$ cat src/logic/mqps_pkg.sv
`default_nettype none
package mqps_pkg;
  localparam int DATA_W = 18;
  localparam int QADDR_W = 5;
  localparam int QSEL_W = 2;
  localparam int ID_W = 3;
  localparam int NUM_Q = 4;
  localparam int QDEPTH = 8;
  localparam int PTR_W = 3;
  localparam int CNT_W = 4;
  localparam int PHASE_W = 2;
  localparam logic [CNT_W-1:0] CNT_FULL = 4'h8;
  localparam logic [CNT_W-1:0] CNT_EMPTY = 4'h0;
  localparam logic [CNT_W-1:0] CNT_ONE = 4'h1;
  localparam logic [CNT_W-1:0] AF_LEVEL = 4'h6;
  localparam logic [CNT_W-1:0] AE_LEVEL = 4'h2;
  localparam logic [PTR_W-1:0] PTR_ONE = 3'h1;
  localparam logic [PTR_W-1:0] PTR_ZERO = 3'h0;
  localparam logic [PHASE_W-1:0] SEL_GAP = 2'h3;
  localparam logic [PHASE_W-1:0] GAP_ONE = 2'h1;
  localparam logic [PHASE_W-1:0] GAP_ZERO = 2'h0;
  localparam logic [QSEL_W-1:0] QSEL_ZERO = 2'h0;
  localparam logic [ID_W-1:0] ID_ZERO = 3'h0;
  typedef logic [DATA_W-1:0] mqps_word_t;
  typedef logic [QADDR_W-1:0] mqps_addr_t;
  typedef logic [QSEL_W-1:0] mqps_qsel_t;
  typedef logic [ID_W-1:0] mqps_id_t;
  typedef logic [NUM_Q-1:0] mqps_flags_t;
  typedef logic [CNT_W-1:0] mqps_cnt_t;
endpackage : mqps_pkg
`default_nettype wire

$ cat src/logic/mqps_if.sv
`timescale 1ns/1ps
`default_nettype none
interface mqps_if;
  import mqps_pkg::*;
  mqps_word_t dataIn;
  logic writeEnable_n;
  mqps_addr_t writeQueueAddress;
  logic writeAddressStrobe;
  logic almostFullBusStrobe;
  mqps_addr_t readQueueAddress;
  logic readAddressStrobe;
  logic almostEmptyBusStrobe;
  logic nullSelect;
  logic readEnable_n;
  logic outputEnable_n;
  mqps_word_t dataOut;
  logic dataOutEn;
  logic outputValid_n;
  logic activeFull_n;
  logic activeFullEn;
  mqps_flags_t almostFullFlag;
  logic almostFullEn;
  mqps_flags_t almostEmptyFlag;
  logic almostEmptyEn;
  // Bus levels when undriven: data low, full and flags pulled inactive
  mqps_word_t dataBus;
  logic activeFullBus_n;
  mqps_flags_t almostFullBus;
  mqps_flags_t almostEmptyBus;
  assign dataBus = dataOutEn ? dataOut : '0;
  assign activeFullBus_n = activeFullEn ? activeFull_n : 1'b1;
  assign almostFullBus = almostFullEn ? almostFullFlag : '0;
  assign almostEmptyBus = almostEmptyEn ? almostEmptyFlag : '0;
  modport dev (
    input dataIn, writeEnable_n, writeQueueAddress, writeAddressStrobe, almostFullBusStrobe,
    input readQueueAddress, readAddressStrobe, almostEmptyBusStrobe, nullSelect,
    input readEnable_n, outputEnable_n,
    output dataOut, dataOutEn, outputValid_n, activeFull_n, activeFullEn,
    output almostFullFlag, almostFullEn, almostEmptyFlag, almostEmptyEn
  );
  modport host (
    output dataIn, writeEnable_n, writeQueueAddress, writeAddressStrobe, almostFullBusStrobe,
    output readQueueAddress, readAddressStrobe, almostEmptyBusStrobe, nullSelect,
    output readEnable_n, outputEnable_n,
    input dataBus, outputValid_n, activeFullBus_n, almostFullBus, almostEmptyBus
  );
endinterface : mqps_if
`default_nettype wire

$ cat src/logic/mqps_device.sv
// Summary of operation
// - Capture write queue on strobed clock edge
// - Write enable ignored for write selection
// - Last write selection stays until replaced
// - Data accepted every edge, selection edge too
// - Controller spaces write selections three cycles
// - Full flag follows new queue next edge
// - Second edge onward writes go new queue
// - Selection edge and next write old queue
// - Full queue never written
// - Write address: two queue, three device bits
// - Selection honoured only on identity match
// - Full flag bus owner chosen by strobe
// - Capture read queue on strobed edge, unless empty flag bus strobe also high
// - Controller spaces read selections three cycles
// - New queue word lands third edge after
// - Old queue read at selection, forced next
// - Output enable only gates data drive
// - Old last, new first delivered back to back
// - Empty new queue: hold word, valid off
// - Read address: two queue, three device bits
// - Empty flag bus owner chosen by strobe
// - Null select picks always-empty queue
`timescale 1ns/1ps
`default_nettype none
module mqps_device (
  input wire logic clk,
  input wire logic rst_n,
  input wire logic deviceIdentityBit0,
  input wire logic deviceIdentityBit1,
  input wire logic deviceIdentityBit2,
  mqps_if.dev link
);
  import mqps_pkg::*;

  mqps_id_t idSync1_r;
  mqps_id_t idSync2_r;
  mqps_word_t mem [NUM_Q][QDEPTH];
  logic [PTR_W-1:0] wrPtr_r [NUM_Q];
  logic [PTR_W-1:0] rdPtr_r [NUM_Q];
  mqps_cnt_t count_r [NUM_Q];
  mqps_cnt_t cntNxt [NUM_Q];

  mqps_qsel_t wrQ_r;
  mqps_qsel_t wrNewQ_r;
  logic wrOwn_r;
  logic wrNewOwn_r;
  logic wrPend_r;
  logic activeFull_n_r;
  logic activeFullEn_r;
  logic afOwn_r;
  mqps_flags_t almostFull_r;

  mqps_qsel_t rdQ_r;
  mqps_qsel_t rdNewQ_r;
  logic rdOwn_r;
  logic rdNewOwn_r;
  logic rdNull_r;
  logic rdNewNull_r;
  typedef enum logic [PHASE_W-1:0] {RD_IDLE, RD_SWAP, RD_FILL, RD_LAND} mqps_rd_phase_t;
  mqps_rd_phase_t rdPhase_r;
  mqps_word_t pipe_r;
  logic pipeValid_r;
  mqps_word_t dataOut_r;
  logic outputValid_n_r;
  logic dataOutEn_r;
  logic aeOwn_r;
  mqps_flags_t almostEmpty_r;

  // Identity pins are static but external, so synchronise them
  always_ff @(posedge clk or negedge rst_n) begin
    if (!rst_n) begin
      idSync1_r <= ID_ZERO;
      idSync2_r <= ID_ZERO;
    end else begin
      idSync1_r <= {deviceIdentityBit2, deviceIdentityBit1, deviceIdentityBit0};
      idSync2_r <= idSync1_r;
    end
  end

  // Write side decode
  wire mqps_id_t wrDevField = link.writeQueueAddress[QADDR_W-1:QSEL_W];
  wire mqps_qsel_t wrQField = link.writeQueueAddress[QSEL_W-1:0];
  wire logic wrIdMatch = (wrDevField == idSync2_r);
  wire logic wrSelEvent = link.writeAddressStrobe;
  wire logic afSelEvent = link.almostFullBusStrobe && !link.writeAddressStrobe;
  wire logic wrTargetFull = (count_r[wrQ_r] == CNT_FULL);
  wire logic wrDo = wrOwn_r && !link.writeEnable_n && !wrTargetFull;
  wire mqps_qsel_t flagQ = wrPend_r ? wrNewQ_r : wrQ_r;
  wire logic flagOwn = wrPend_r ? wrNewOwn_r : wrOwn_r;

  // Read side decode
  wire mqps_id_t rdDevField = link.readQueueAddress[QADDR_W-1:QSEL_W];
  wire mqps_qsel_t rdQField = link.readQueueAddress[QSEL_W-1:0];
  wire logic rdIdMatch = (rdDevField == idSync2_r);
  wire logic rdSelEvent = link.readAddressStrobe && !link.almostEmptyBusStrobe;
  wire logic aeSelEvent = link.almostEmptyBusStrobe && !link.readAddressStrobe;
  wire logic srcEmpty = rdNull_r || !rdOwn_r || (count_r[rdQ_r] == CNT_EMPTY);
  wire logic forceAdv = (rdPhase_r != RD_IDLE);
  wire logic advance = pipeValid_r && (outputValid_n_r || !link.readEnable_n || forceAdv);
  wire logic pipeFree = !pipeValid_r || advance;
  wire logic pop = !srcEmpty && pipeFree;
  wire logic rdConsume = !link.readEnable_n || (rdPhase_r == RD_LAND);

  // Queue occupancy after this edge
  always_comb begin
    for (int q = 0; q < NUM_Q; q++) begin
      cntNxt[q] = count_r[q];
      if (wrDo && (wrQ_r == q[QSEL_W-1:0])) begin
        cntNxt[q] = cntNxt[q] + CNT_ONE;
      end
      if (pop && (rdQ_r == q[QSEL_W-1:0])) begin
        cntNxt[q] = cntNxt[q] - CNT_ONE;
      end
    end
  end

  always_ff @(posedge clk or negedge rst_n) begin
    if (!rst_n) begin
      for (int q = 0; q < NUM_Q; q++) begin
        wrPtr_r[q] <= PTR_ZERO;
        rdPtr_r[q] <= PTR_ZERO;
        count_r[q] <= CNT_EMPTY;
      end
    end else begin
      for (int q = 0; q < NUM_Q; q++) begin
        count_r[q] <= cntNxt[q];
      end
      if (wrDo) begin
        wrPtr_r[wrQ_r] <= wrPtr_r[wrQ_r] + PTR_ONE;
      end
      if (pop) begin
        rdPtr_r[rdQ_r] <= rdPtr_r[rdQ_r] + PTR_ONE;
      end
    end
  end

  always_ff @(posedge clk) begin
    if (wrDo) begin
      mem[wrQ_r][wrPtr_r[wrQ_r]] <= link.dataIn;
    end
  end

  // Write queue selection, applied one edge after capture
  always_ff @(posedge clk or negedge rst_n) begin
    if (!rst_n) begin
      wrQ_r <= QSEL_ZERO;
      wrNewQ_r <= QSEL_ZERO;
      wrOwn_r <= 1'b0;
      wrNewOwn_r <= 1'b0;
      wrPend_r <= 1'b0;
    end else if (wrSelEvent) begin
      wrPend_r <= 1'b1;
      wrNewOwn_r <= wrIdMatch;
      if (wrIdMatch) begin
        wrNewQ_r <= wrQField;
      end
    end else if (wrPend_r) begin
      wrPend_r <= 1'b0;
      wrQ_r <= wrNewQ_r;
      wrOwn_r <= wrNewOwn_r;
    end
  end

  // Active full flag and almost-full flag bus
  always_ff @(posedge clk or negedge rst_n) begin
    if (!rst_n) begin
      activeFull_n_r <= 1'b1;
      activeFullEn_r <= 1'b0;
      afOwn_r <= 1'b0;
      almostFull_r <= '0;
    end else begin
      activeFull_n_r <= (cntNxt[flagQ] != CNT_FULL);
      activeFullEn_r <= flagOwn;
      if (afSelEvent) begin
        afOwn_r <= wrIdMatch;
      end
      for (int q = 0; q < NUM_Q; q++) begin
        almostFull_r[q] <= (cntNxt[q] >= AF_LEVEL);
      end
    end
  end

  // Read queue selection and switch sequence
  always_ff @(posedge clk or negedge rst_n) begin
    if (!rst_n) begin
      rdQ_r <= QSEL_ZERO;
      rdNewQ_r <= QSEL_ZERO;
      rdOwn_r <= 1'b0;
      rdNewOwn_r <= 1'b0;
      rdNull_r <= 1'b1;
      rdNewNull_r <= 1'b1;
      rdPhase_r <= RD_IDLE;
    end else if (rdSelEvent) begin
      rdPhase_r <= RD_SWAP;
      rdNewNull_r <= link.nullSelect;
      rdNewOwn_r <= link.nullSelect || rdIdMatch;
      if (rdIdMatch && !link.nullSelect) begin
        rdNewQ_r <= rdQField;
      end
    end else begin
      unique case (rdPhase_r)
        RD_SWAP: begin
          rdPhase_r <= RD_FILL;
          rdQ_r <= rdNewQ_r;
          rdOwn_r <= rdNewOwn_r;
          rdNull_r <= rdNewNull_r;
        end
        RD_FILL: rdPhase_r <= RD_LAND;
        RD_LAND: rdPhase_r <= RD_IDLE;
        RD_IDLE: rdPhase_r <= RD_IDLE;
      endcase
    end
  end

  // Fall-through pipeline and output register
  always_ff @(posedge clk or negedge rst_n) begin
    if (!rst_n) begin
      pipe_r <= '0;
      pipeValid_r <= 1'b0;
      dataOut_r <= '0;
      outputValid_n_r <= 1'b1;
    end else begin
      if (pop) begin
        pipe_r <= mem[rdQ_r][rdPtr_r[rdQ_r]];
        pipeValid_r <= 1'b1;
      end else if (advance) begin
        pipeValid_r <= 1'b0;
      end
      if (advance) begin
        dataOut_r <= pipe_r;
        outputValid_n_r <= 1'b0;
      end else if (rdConsume) begin
        outputValid_n_r <= 1'b1;
      end
    end
  end

  // Output drive and almost-empty flag bus
  always_ff @(posedge clk or negedge rst_n) begin
    if (!rst_n) begin
      dataOutEn_r <= 1'b0;
      aeOwn_r <= 1'b0;
      almostEmpty_r <= '1;
    end else begin
      dataOutEn_r <= !link.outputEnable_n && rdOwn_r;
      if (aeSelEvent) begin
        aeOwn_r <= rdIdMatch;
      end
      for (int q = 0; q < NUM_Q; q++) begin
        almostEmpty_r[q] <= (cntNxt[q] <= AE_LEVEL);
      end
    end
  end

  assign link.dataOut = dataOut_r;
  assign link.dataOutEn = dataOutEn_r;
  assign link.outputValid_n = outputValid_n_r;
  assign link.activeFull_n = activeFull_n_r;
  assign link.activeFullEn = activeFullEn_r;
  assign link.almostFullFlag = almostFull_r;
  assign link.almostFullEn = afOwn_r;
  assign link.almostEmptyFlag = almostEmpty_r;
  assign link.almostEmptyEn = aeOwn_r;
endmodule : mqps_device
`default_nettype wire

$ cat src/flat_wrapper.sv
// flat-port wrapper written by rule: the top's interface ports become plain ports
module mqps_device_flat import mqps_pkg::*;
  (clk, rst_n, deviceIdentityBit0, deviceIdentityBit1, deviceIdentityBit2, link_dataIn, link_writeEnable_n, link_writeQueueAddress, link_writeAddressStrobe, link_almostFullBusStrobe, link_readQueueAddress, link_readAddressStrobe, link_almostEmptyBusStrobe, link_nullSelect, link_readEnable_n, link_outputEnable_n, link_dataOut, link_dataOutEn, link_outputValid_n, link_activeFull_n, link_activeFullEn, link_almostFullFlag, link_almostFullEn, link_almostEmptyFlag, link_almostEmptyEn);
  mqps_if link_i ();
  input wire logic clk;
  input wire logic rst_n;
  input wire logic deviceIdentityBit0;
  input wire logic deviceIdentityBit1;
  input wire logic deviceIdentityBit2;
  input wire logic [$bits(link_i.dataIn)-1:0] link_dataIn;
  input wire logic [$bits(link_i.writeEnable_n)-1:0] link_writeEnable_n;
  input wire logic [$bits(link_i.writeQueueAddress)-1:0] link_writeQueueAddress;
  input wire logic [$bits(link_i.writeAddressStrobe)-1:0] link_writeAddressStrobe;
  input wire logic [$bits(link_i.almostFullBusStrobe)-1:0] link_almostFullBusStrobe;
  input wire logic [$bits(link_i.readQueueAddress)-1:0] link_readQueueAddress;
  input wire logic [$bits(link_i.readAddressStrobe)-1:0] link_readAddressStrobe;
  input wire logic [$bits(link_i.almostEmptyBusStrobe)-1:0] link_almostEmptyBusStrobe;
  input wire logic [$bits(link_i.nullSelect)-1:0] link_nullSelect;
  input wire logic [$bits(link_i.readEnable_n)-1:0] link_readEnable_n;
  input wire logic [$bits(link_i.outputEnable_n)-1:0] link_outputEnable_n;
  output wire logic [$bits(link_i.dataOut)-1:0] link_dataOut;
  output wire logic [$bits(link_i.dataOutEn)-1:0] link_dataOutEn;
  output wire logic [$bits(link_i.outputValid_n)-1:0] link_outputValid_n;
  output wire logic [$bits(link_i.activeFull_n)-1:0] link_activeFull_n;
  output wire logic [$bits(link_i.activeFullEn)-1:0] link_activeFullEn;
  output wire logic [$bits(link_i.almostFullFlag)-1:0] link_almostFullFlag;
  output wire logic [$bits(link_i.almostFullEn)-1:0] link_almostFullEn;
  output wire logic [$bits(link_i.almostEmptyFlag)-1:0] link_almostEmptyFlag;
  output wire logic [$bits(link_i.almostEmptyEn)-1:0] link_almostEmptyEn;
  assign link_i.dataIn = link_dataIn;
  assign link_i.writeEnable_n = link_writeEnable_n;
  assign link_i.writeQueueAddress = link_writeQueueAddress;
  assign link_i.writeAddressStrobe = link_writeAddressStrobe;
  assign link_i.almostFullBusStrobe = link_almostFullBusStrobe;
  assign link_i.readQueueAddress = link_readQueueAddress;
  assign link_i.readAddressStrobe = link_readAddressStrobe;
  assign link_i.almostEmptyBusStrobe = link_almostEmptyBusStrobe;
  assign link_i.nullSelect = link_nullSelect;
  assign link_i.readEnable_n = link_readEnable_n;
  assign link_i.outputEnable_n = link_outputEnable_n;
  assign link_dataOut = link_i.dataOut;
  assign link_dataOutEn = link_i.dataOutEn;
  assign link_outputValid_n = link_i.outputValid_n;
  assign link_activeFull_n = link_i.activeFull_n;
  assign link_activeFullEn = link_i.activeFullEn;
  assign link_almostFullFlag = link_i.almostFullFlag;
  assign link_almostFullEn = link_i.almostFullEn;
  assign link_almostEmptyFlag = link_i.almostEmptyFlag;
  assign link_almostEmptyEn = link_i.almostEmptyEn;
  mqps_device u_core (.clk(clk), .rst_n(rst_n), .deviceIdentityBit0(deviceIdentityBit0), .deviceIdentityBit1(deviceIdentityBit1), .deviceIdentityBit2(deviceIdentityBit2), .link(link_i));
endmodule
$ cat config.mk
export PLATFORM = sky130hd
export DESIGN_NAME = mqps_device_flat
export DESIGN_NICKNAME = d
export VERILOG_FILES = /design/src/logic/mqps_pkg.sv /design/src/logic/mqps_if.sv /design/src/logic/mqps_device.sv /design/src/flat_wrapper.sv
export SDC_FILE = /design/constraint.sdc
export NUM_CORES = 1
export LEC_CHECK = 0
export ABC_AREA = 0
export BUFFER_PORTS_ARGS = -buffer_cell sky130_fd_sc_hd__buf_2
export CAP_MARGIN = 20
export CORE_ASPECT_RATIO = 0.6
export CORE_MARGIN = 8
export CORE_UTILIZATION = 50
export DETAILED_ROUTE_END_ITERATION = 10
export GPL_ROUTABILITY_DRIVEN = 0
export MAX_ROUTING_LAYER = met4
export PLACE_DENSITY = 0.69
export SYNTH_ARGS = -nofsm -noshare
export SYNTH_HDL_FRONTEND = slang
export SYNTH_SLANG_ARGS = --single-unit
$ cat constraint.sdc
create_clock -name clk -period 8.8 [get_ports clk]
set_clock_uncertainty 0.2 [all_clocks]
set_input_delay 0.44 -clock clk [delete_from_list [all_inputs] [get_ports clk]]
set_output_delay 0.44 -clock clk [all_outputs]
set_load 0.005 [all_outputs]
Yosys cells after proc, flatten, opt, wreduce, memory -nomap -nowiden
Memory sizes are Yosys's and may differ from the RTL's.
Index checks and enable logic that the tools add are counted.
- bits in writable memories: 576
- memories kept: 1
- input bits: 41
- bits in registers: 114
- logic and storage cells: 177
- memories (name ; depth ; bits a word ; rd ports ; clocked after Yosys merged registers in ; write ports ; RTL line ; source):
    u_core.mem ; 4 ; 144 ; 1 ; 0 ; 1 ; mqps_device.sv:38 ; mqps_word_t mem [NUM_Q][QDEPTH];
- eq/ne operators: 13
- mux-type cells: 45
- reduce and logical (&&, ||, !) cells: 49
- bitwise gates (word level): 6
- $add $sub $neg: 10
- magnitude comparators: 16
- operator list (kind ; number):
    2-to-1 mux 144 bit ; 1
    2-to-1 mux 4 bit ; 14
    binary-select mux 18 bit (select 3 bit) ; 1
    demux 18 bit (select 3 bit) ; 1
    2-to-1 mux 18 bit ; 3
    binary-select mux 4 bit (select 2 bit) ; 3
    bitwise mux 12 bit ; 2
    logical AND 1 bit ; 20
    2-to-1 mux 3 bit ; 6
    adder 4 x 1 -> 4 bit (second input constant) ; 4
    >= comparator 4 x 3 -> 1 bit (second input constant) ; 4
    less-or-equal comparator 4 x 2 -> 1 bit (second input constant) ; 4
    subtractor 4 x 1 -> 4 bit (second input constant) ; 4
    binary-select mux 3 bit (select 2 bit) ; 2
    demux 3 bit (select 2 bit) ; 2
    equality test 2 bit (second input constant) ; 6
    logical NOT 1 bit ; 11
    >= comparator 3 bit (second input constant) ; 3
    inverter 2 -> 3 bit ; 3
    >= comparator 4 bit (second input constant) ; 2
    inverter 3 -> 4 bit ; 2
    logical OR 1 bit ; 7
    2-to-1 mux 1 bit ; 7
    adder 3 x 1 -> 3 bit (second input constant) ; 2
    14 further kinds ; 25

Depth between registers and ports, before layout
Gate-level depths: netlist of run 1.
- depth in word-level cells: 15
- gate-level depth with buffers: 13
- gate-level depth less buffers: 11

Least setup slack after synthesis of run 1
OpenSTA, ideal clock, no wires.
- path type: register -> register
- start: register u_core.wrQ_r[0]
- end: memory u_core.mem[0][108] in the netlist's numbering, enable pin
- buffers on the path: 2
- setup slack: 5.064 ns
- cell stages (with the launch flop): 6
- required time: 8.184 ns
- period minus slack after synthesis: 3.736 ns
- data arrival time: 3.120 ns
- setup time: 0.416 ns
- path through: dfrtp_1 -> buf_6 -> clkbuf_1 -> mux4_2 -> or3_1 -> nor3_1
- longest elaborated chain between the ends: 10
- elaborated cells on any way between the ends: 18
- RTL lines (element ; RTL line ; source):
    start: declaration ; mqps_device.sv:44 ; mqps_qsel_t wrQ_r;
    start signal: assignment ; mqps_device.sv:160 ; wrQ_r <= wrNewQ_r;
    inverter 2 -> 3 bit (implied by the code) ; mqps_device.sv:87, mqps_device.sv:140 ;
    binary-select mux 3 bit (select 2 bit) ; mqps_device.sv:140 ; mem[wrQ_r][wrPtr_r[wrQ_r]] <= link.dataIn;
    2-to-1 mux 3 bit (implied by the code) (2 in series) ; mqps_device.sv:140 ;
    inverter 3 -> 4 bit (implied by the code) ; mqps_device.sv:140 ;
    >= comparator 4 bit (implied by the code) / < comparator 4 x 1 -> 1 bit (equally long branches) ; mqps_device.sv:140 ;
    logical AND 1 bit (implied by the code) ; mqps_device.sv:140 ;
    2-to-1 mux 18 bit (implied by the code) ; mqps_device.sv:140 ;
    demux 18 bit (select 3 bit) ; mqps_device.sv:140 ;
    2-to-1 mux 144 bit (implied by the code) ; mqps_device.sv:140 ;
    end: declaration ; mqps_device.sv:38 ;
Several ways; a longest one is shown, not always the timed one. The select of a mux whose other input is x is not followed.

==> run_results.csv, run 1 <==
group,metric,value,unit
run_status,status,"finished, final reports clean",
pwr,peakVddDrop,0.224,mV
clock_tree,cts_resized,0,
yosys,synth_mux_area_frac,0.157,
sta,layout_min_cycle_time,4250,ps
clock_tree,clock_latency,610,ps
clock_tree,htree_levels,2,
yosys,netlist-cell-type-count,65,
yosys,syn_area,27800,sq um
yosys,synth_top_area_share,0.623,
drt,postRouteAntennaNets,0,
drt,wl_per_cell,28.2,microns
floorplan,dieArea,63600,sq um
yosys,synth_compound_area_frac,0.0448,
global_routing,grt_antenna_before_repair,3,
sta,setup_tns,0,ps
global_routing,grt_max_degree,95,
drt,drc,0,
clock_tree,path_clk_slew,70,ps
placed_design,dp_hpwl,37.5,mm
drt,wirelength,65.6,mm
finish,nNetsFinal,1604,
global_routing,grt_use_total,0.212,
worst_setup_path,crit_arrival,4560,ps
finish,fin_cells,2324,
placed_design,placedCellCount,2198,
drt,vias_per_cell,6.13,
global_routing,grt_pass1_wl,96.0,mm
floorplan,start_util,0.502,
sta,rsz0062_at_grt,"false",
sta,worst_slew_pin_slew,1090,ps
worst_hold_path,hold_path_class,"primary input to flop",
pwr,p_leak,0.0102,uW
worst_setup_path,end_kind,"flop",
clock_tree,clock-sinks,690,
yosys,ys.warnings.count,0,
sta,fmax,0.235,GHz
clock_tree,cts_buffers,58,
floorplan,row_count,67,
clock_tree,post-cts-setup-buffers,0,
yosys,yosysMostFrequentCell,"edfxtp_1",
floorplan,die_width,320,microns
floorplan,ioPinCount,73,
yosys,synth_cells,1468,
clock_tree,cts_tree,"built",
yosys,netlist_top_cells_count,"576 x edfxtp_1, 152 x mux4_2, 106 x dfrtp_1",
yosys,ys.flop_type,"edfxtp_1",
flow_run,max_cap_viol_count,0,
clock_tree,clock-root-buffer,"clkbuf_16",
yosys,yosys.area.top_type,"edfxtp_1",
finish,area_growth,11.8,%
floorplan,die_height,199,microns
worst_setup_path,worstPathRequired,9110,ps
floorplan,core_area,55300,sq um
clock_tree,cts_buffer_depth,3,
yosys,synth_top_family_by_area,"multiplexers",
yosys,synth_edf_count,576,
yosys,yosys-top-cells-area,"edfxtp_1 62%, mux4_2 12%, dfrtp_1 9.6%",
drt,first_iter_violations,1455,
worst_setup_path,path_class,"flop to flop",
yosys,seq_area_frac_synth,0.726,
global_routing,gr-total-overflow,0,
yosys,async_flop_share,0.165,
placed_design,io_buffers,72,
finish,layout-drive-gt1-share,0.267,
drt,vias,14200,
yosys,syn_area_per_cell,18.9,sq um
yosys,synthAdderAreaFrac,0.00631,
sta,finalHoldViolCount,0,
yosys,synth_xor_area_frac,0.00874,
global_routing,grt_pass1_vias,14200,
yosys,synth-simple-area-share,0.0403,
sta,hold_ws,40.6,ps
sta,slew_violations,0,
sta,max-slew-margin-rel,0.269,
yosys,synth.ff_latch_count,690,
sta,setup-violations-final,0,
pwr,p_per_area,318,nW/um^2
worst_setup_path,cp-start-kind,"flop",
drt,first_pass_iters,5,
sta,fin_crit_sh,0.483,
worst_setup_path,cp_max_fo,16,
yosys,synth_fp_nets,1523,
## worst paths after layout
| path | endpoint | start | slack [ps] | cells past startpoint |
|---|---|---|---|---|
| min | u_core.link.almostEmptyEn | link_almostEmptyBusStrobe | 40 | 3 |
| max reg2reg | u_core.link.activeFull_n | u_core.wrQ_r[0] | 4550 | 9 |
| max | u_core.link.activeFull_n | u_core.wrQ_r[0] | 4550 | 9 |
| max in group asynchronous | u_core.rdQ_r[0] | rst_n | 6730 | 3 |
| min reg2reg | u_core.idSync2_r[2] | u_core.idSync1_r[2] | 150 | 0 |
| min in group asynchronous | u_core.link.dataOut[16] | rst_n | 250 | 2 |
## per-layer routing
| layer | vias up | share of wire | global-route usage |
|---|---|---|---|
| li1 | 6061 | - | - |
| met1 | 7446 | 0.44 | 0.302 |
| met2 | 645 | 0.44 | 0.302 |
| met3 | 86 | 0.10 | 0.0652 |
| met4 | 0 | 0.018 | 0.0440 |
| met5 | - | 0 | - |
## cells in the final DEF (no fill, tap or decap), drive strengths merged, types with 7 or more instances in the layout
| cell | netlist | final |
|---|---|---|
| edfxtp | 576 | 576 |
| mux4 | 152 | 152 |
| dfrtp | 106 | 106 |
| buf | 41 | 91 |
| clkbuf | 43 | 82 |
| nand2 | 70 | 70 |
| a211oi | 60 | 60 |
| nor2 | 51 | 51 |
| mux2i | 50 | 50 |
| a21oi | 49 | 49 |
| nor2b | 44 | 44 |
| mux2 | 39 | 39 |
| o21ai | 31 | 31 |
| clkinv | 0 | 19 |
| inv | 15 | 17 |
| xnor2 | 15 | 15 |
| ha | 14 | 14 |
| dlygate4sd3 | 0 | 14 |
| nor3 | 13 | 13 |
| xor2 | 11 | 11 |
| nand2b | 8 | 8 |
| dfstp | 8 | 8 |
| nand3 | 7 | 7 |
| nor4 | 7 | 7 |
## worst max-delay path, cell delays in order, from the launching register on
cell and delay, ps:
dfrtp_1 840, mux4_2 720, a21oi_1 860, mux2i_1 360, ha_1 220, nand2_1 80
xnor2_1 200, xnor2_1 160, o31ai_1 360, o32ai_2 140
## kinds of logic after synthesis
| group | Yosys count |
|---|---|
| xor gates and xnor gates | 26 |
| buffers and inverters | 99 |
| adders and majority gates | 14 |
| DFF | 690 |
| and+or+nand+nor | 226 |
| AOI/OAI and AO/OA | 172 |
| muxes | 241 |
## layout make-up
type	count	area (sq um)
timing repair buffer	105	662
fill	4151	24300
multi-input combinational	679	7390
tap	724	906
antenna	3	7.51
clock inverter	26	206
clock buffer	82	1630
inverter	15	56.3
sequential	690	20200
## registers in the layout, indices dropped and copies added (netlist names), 2 cells and up
name                         count
u_core.rdNewQ_r                  2
u_core.rdPtr_r                  12
u_core.pipe_r                   18
u_core.rdQ_r                     2
u_core.mem                     576
u_core.idSync2_r                 3
u_core.wrNewQ_r                  2
u_core.rdPhase_r                 2
u_core.count_r                  16
u_core.idSync1_r                 3
u_core.link.dataOut             18
u_core.wrQ_r                     2
u_core.link.almostEmptyFlag      4
u_core.wrPtr_r                  12
u_core.link.almostFullFlag       4
## where the power goes
group / total (uW) / switching (uW) / internal (uW)
logic: 3240 / 1870 / 1360
clock network: 2530 / 1150 / 1380
registers: 4100 / 297 / 3800
total: 9870 / 3320 / 6550
## through the flow
stage                     total power, uW   util  area, sq um  setup WS [ps]
after global placement               7320  0.525        29000           4790
final                                9870  0.561        31000           4550
after CTS                            9900  0.561        31000           4640
after detailed placement             7380  0.525        29000           4710
after floorplan                      6400      -        27800           5060
after global routing                10300  0.561        31000           4420
## repair_timing
action                                 in CTS  in global routing
hold buffers                               14                  0
setup endpoints to repair                   0                  0
endpoints found under the hold margin      66                  0
(Power assumes the default switching activity.)
==> inputs of run 2 (changes only) <==
ABC_AREA = 1   (was 0)
clock period = 4.1 ns   (was 8.8 ns; I/O delays follow)
==> run 2 against run 1 <==
Clock power grew 120%. Global-route usage increased by 1.9 points. Largest power group unchanged. Area after synthesis down 1.9%. Worst setup slack got worse by 3900 ps. First-iteration DRC count increased by 74%. Total power is 120% higher. Register-to-register slack worse by 3900 ps. Final cell count is 26% higher. Sequential power is 110% higher. Sequential cell count stayed put. Hold slack got worse by 23 ps. Design area hardly changed.
==> run_results.csv, run 2 <==
group,metric,value,unit
run_status,status,"finished, final reports clean",
sta,layout_min_cycle_time,3500,ps
yosys,synth_cells,2030,
clock_tree,htree_levels,2,
yosys,ys.flop_type,"edfxtp_1",
worst_hold_path,hold_depth,1,
finish,nNetsFinal,2227,
sta,fin_crit_sh,0.853,
drt,first_iter_violations,2533,
global_routing,grt_pass1_vias,16400,
worst_setup_path,path_class,"flop to flop",
sta,worst_slew_pin_slew,1000,ps
worst_setup_path,cp-start-kind,"flop",
worst_setup_path,timing.rr.start,"u_core.rdQ_r[0]",
floorplan,start_util,0.504,
sta,fmax,0.286,GHz
floorplan,core_area,54000,sq um
pwr,combPwrFrac,0.348,
worst_setup_path,reg2reg_depth,17,
pwr,seqPwrFrac,0.392,
drt,wl_per_cell,24.2,microns
yosys,synth.ff_latch_count,690,
pwr,p_leak,0.0112,uW
worst_hold_path,hold_path_class,"primary input to flop",
clock_tree,clock-root-buffer,"clkbuf_16",
clock_tree,cts_buffer_depth,3,
yosys,yosysMostFrequentCell,"edfxtp_1",
yosys,syn_area,27200,sq um
sta,finalHoldViolCount,0,
finish,mostFrequentLayoutCell,"edfxtp_1",
floorplan,die_height,197,microns
floorplan,ioPinCount,73,
finish,largest_reg_flops,576,
clock_tree,post-cts-setup-buffers,0,
pwr,p_sw_frac,0.381,
pwr,p_per_area,700,nW/um^2
pwr,p_clk_frac,0.260,
floorplan,dieArea,62400,sq um
drt,wirelength,71.0,mm
worst_hold_path,holdCritStartpoint,"link_dataIn[10]",
sta,setup_tns,0,ps
yosys,synth_edf_count,576,
clock_tree,cts_buffers,59,
drt,drc,0,
worst_setup_path,cp_max_fo,89,
worst_setup_path,crit_arrival,3850,ps
yosys,synth_fp_nets,2085,
global_routing,gr-total-overflow,0,
clock_tree,cts_tree,"built",
finish,most-common-layout-cells,"576 x edfxtp_1, 490 x nand2_1, 127 x a22oi_1",
placed_design,pre_cts_slack,662,ps
yosys,netlist_top_cells_count,"576 x edfxtp_1, 491 x nand2_1, 127 x a22oi_1",
sta,slew_violations,0,
pwr,internal_power,13500,uW
worst_hold_path,whs_endpoint,"u_core.mem[0][64]",
yosys,seq_area_frac_synth,0.740,
yosys,synth_top_area_share,0.635,
sta,worst_slack,603,ps
drt,vias,17400,
pwr,peakVddDrop,0.532,mV
drt,first_pass_iters,6,
flow_run,max_cap_viol_count,0,
drt,postRouteAntennaNets,0,
sta,setup-violations-final,0,
placed_design,dp_hpwl,43.1,mm
floorplan,row_count,66,
worst_setup_path,worstPathRequired,4450,ps
yosys,yosys.area.top_type,"edfxtp_1",
drt,vias_per_cell,5.93,
floorplan,die_width,317,microns
global_routing,grt_use_total,0.231,
worst_setup_path,rrSetupSlack,600,ps
yosys,ys.warnings.count,0,
global_routing,grt_max_degree,96,
clock_tree,clock-sinks,690,
finish,layout-drive-gt1-share,0.154,
yosys,syn_area_per_cell,13.4,sq um
clock_tree,clock_latency,610,ps
yosys,async_flop_share,0.165,
finish,utilization,0.575,
worst_setup_path,regToRegEndpoint,"u_core.link.activeFull_n",
clock_tree,cts_resized,0,
global_routing,grt_antenna_before_repair,1,
global_routing,grt_pass1_wl,106,mm
yosys,netlist-cell-type-count,47,
clock_tree,path_clk_slew,70,ps
sta,rsz0062_at_grt,"false",
placed_design,io_buffers,72,
sta,max-slew-margin-rel,0.331,
yosys,yosys-top-cells-area,"edfxtp_1 64%, dfrtp_1 9.7%, nand2_1 6.8%",
worst_setup_path,end_kind,"flop",
pwr,switching_power,8280,uW
finish,area_growth,14.0,%
[run 2: per-layer routing]
metal | vias up | wire length, microns | global-route usage
li1 | 7736 | - | -
met1 | 8577 | 31700 | 0.357
met2 | 990 | 28900 | 0.303
met3 | 113 | 9100 | 0.0621
met4 | 0 | 1330 | 0.0469
met5 | - | 0 | -
[run 2: power by group through the flow]
stage               combinational, uW  clock, uW  sequential [uW]
floorplan                        4640          0             8540
global placement                 7240          0             8640
detailed placement               7370          0             8650
CTS                              7450       5720             8510
global route                     8190       6000             8570
finish                           7560       5660             8520
[run 2: critical path, stage by stage, from the launching register on]
cell     delay (ps)
dfrtp_1         500
inv_2            70
nor2_4          140
buf_12          370
nand2_1         100
nand2_1          80
inv_1            40
nand2_1         100
nand2_1          60
buf_4           210
inv_2           400
nand2_1         340
or2_2           380
nand3_1          90
nor2_1           50
nand3_1         150
nand3_1          90
nand2_1          60
[run 2: metrics by stage]
stage	hold WS [ps]	area (sq um)	total power, uW	cells
2_1_floorplan	-291	27200	13200	2030
3_3_place_gp	97.8	28600	15900	2778
3_5_place_dp	106	28600	16000	2778
4_1_cts	1.41	31000	21700	2935
5_1_grt	22.1	31000	22800	2936
6_report	17.3	31000	21700	2936
[run 2: timing repair]
action,4_1_cts,5_1_grt
endpoints found under the setup margin,0,0
hold buffers,47,0
endpoints found under the hold margin,546,0
[run 2: area by class of cell]
class | instances | area, sq um
inverters | 85 | 327
well taps | 714 | 893
fillers | 4186 | 23000
repair buffers | 177 | 1320
flip-flops and latches | 690 | 20200
multi-input cells | 1159 | 6420
diodes | 1 | 2.50
clock inverters | 36 | 367
clock buffers | 74 | 1550
[run 2: logic make-up after synthesis]
kind of cell | after synthesis | share of synthesized area
XOR/XNOR | 20 | 0.00726
flip-flops | 690 | 0.740
multiplexers | 19 | 0.00786
adder cells (fa/ha/maj) | 14 | 0.00643
AO/OA/AOI/OAI | 263 | 0.0674
AND/OR/NAND/NOR | 843 | 0.144
buffers and inverters | 181 | 0.0270
[run 2: worst max path at each step]
| stage | from | end | slack (ps) | cells after the start |
|---|---|---|---|---|
| after floorplan | u_core.wrQ_r[1] | u_core.mem[0][0] | 1140 | 8 |
| after global placement | u_core.rdQ_r[0] | u_core.link.activeFull_n | 650 | 17 |
| after detailed placement | u_core.rdQ_r[0] | u_core.link.activeFull_n | 660 | 17 |
| after CTS | u_core.rdQ_r[0] | u_core.link.activeFull_n | 630 | 17 |
| after global routing | u_core.rdQ_r[0] | u_core.link.activeFull_n | 400 | 17 |
| final | u_core.rdQ_r[0] | u_core.link.activeFull_n | 600 | 17 |
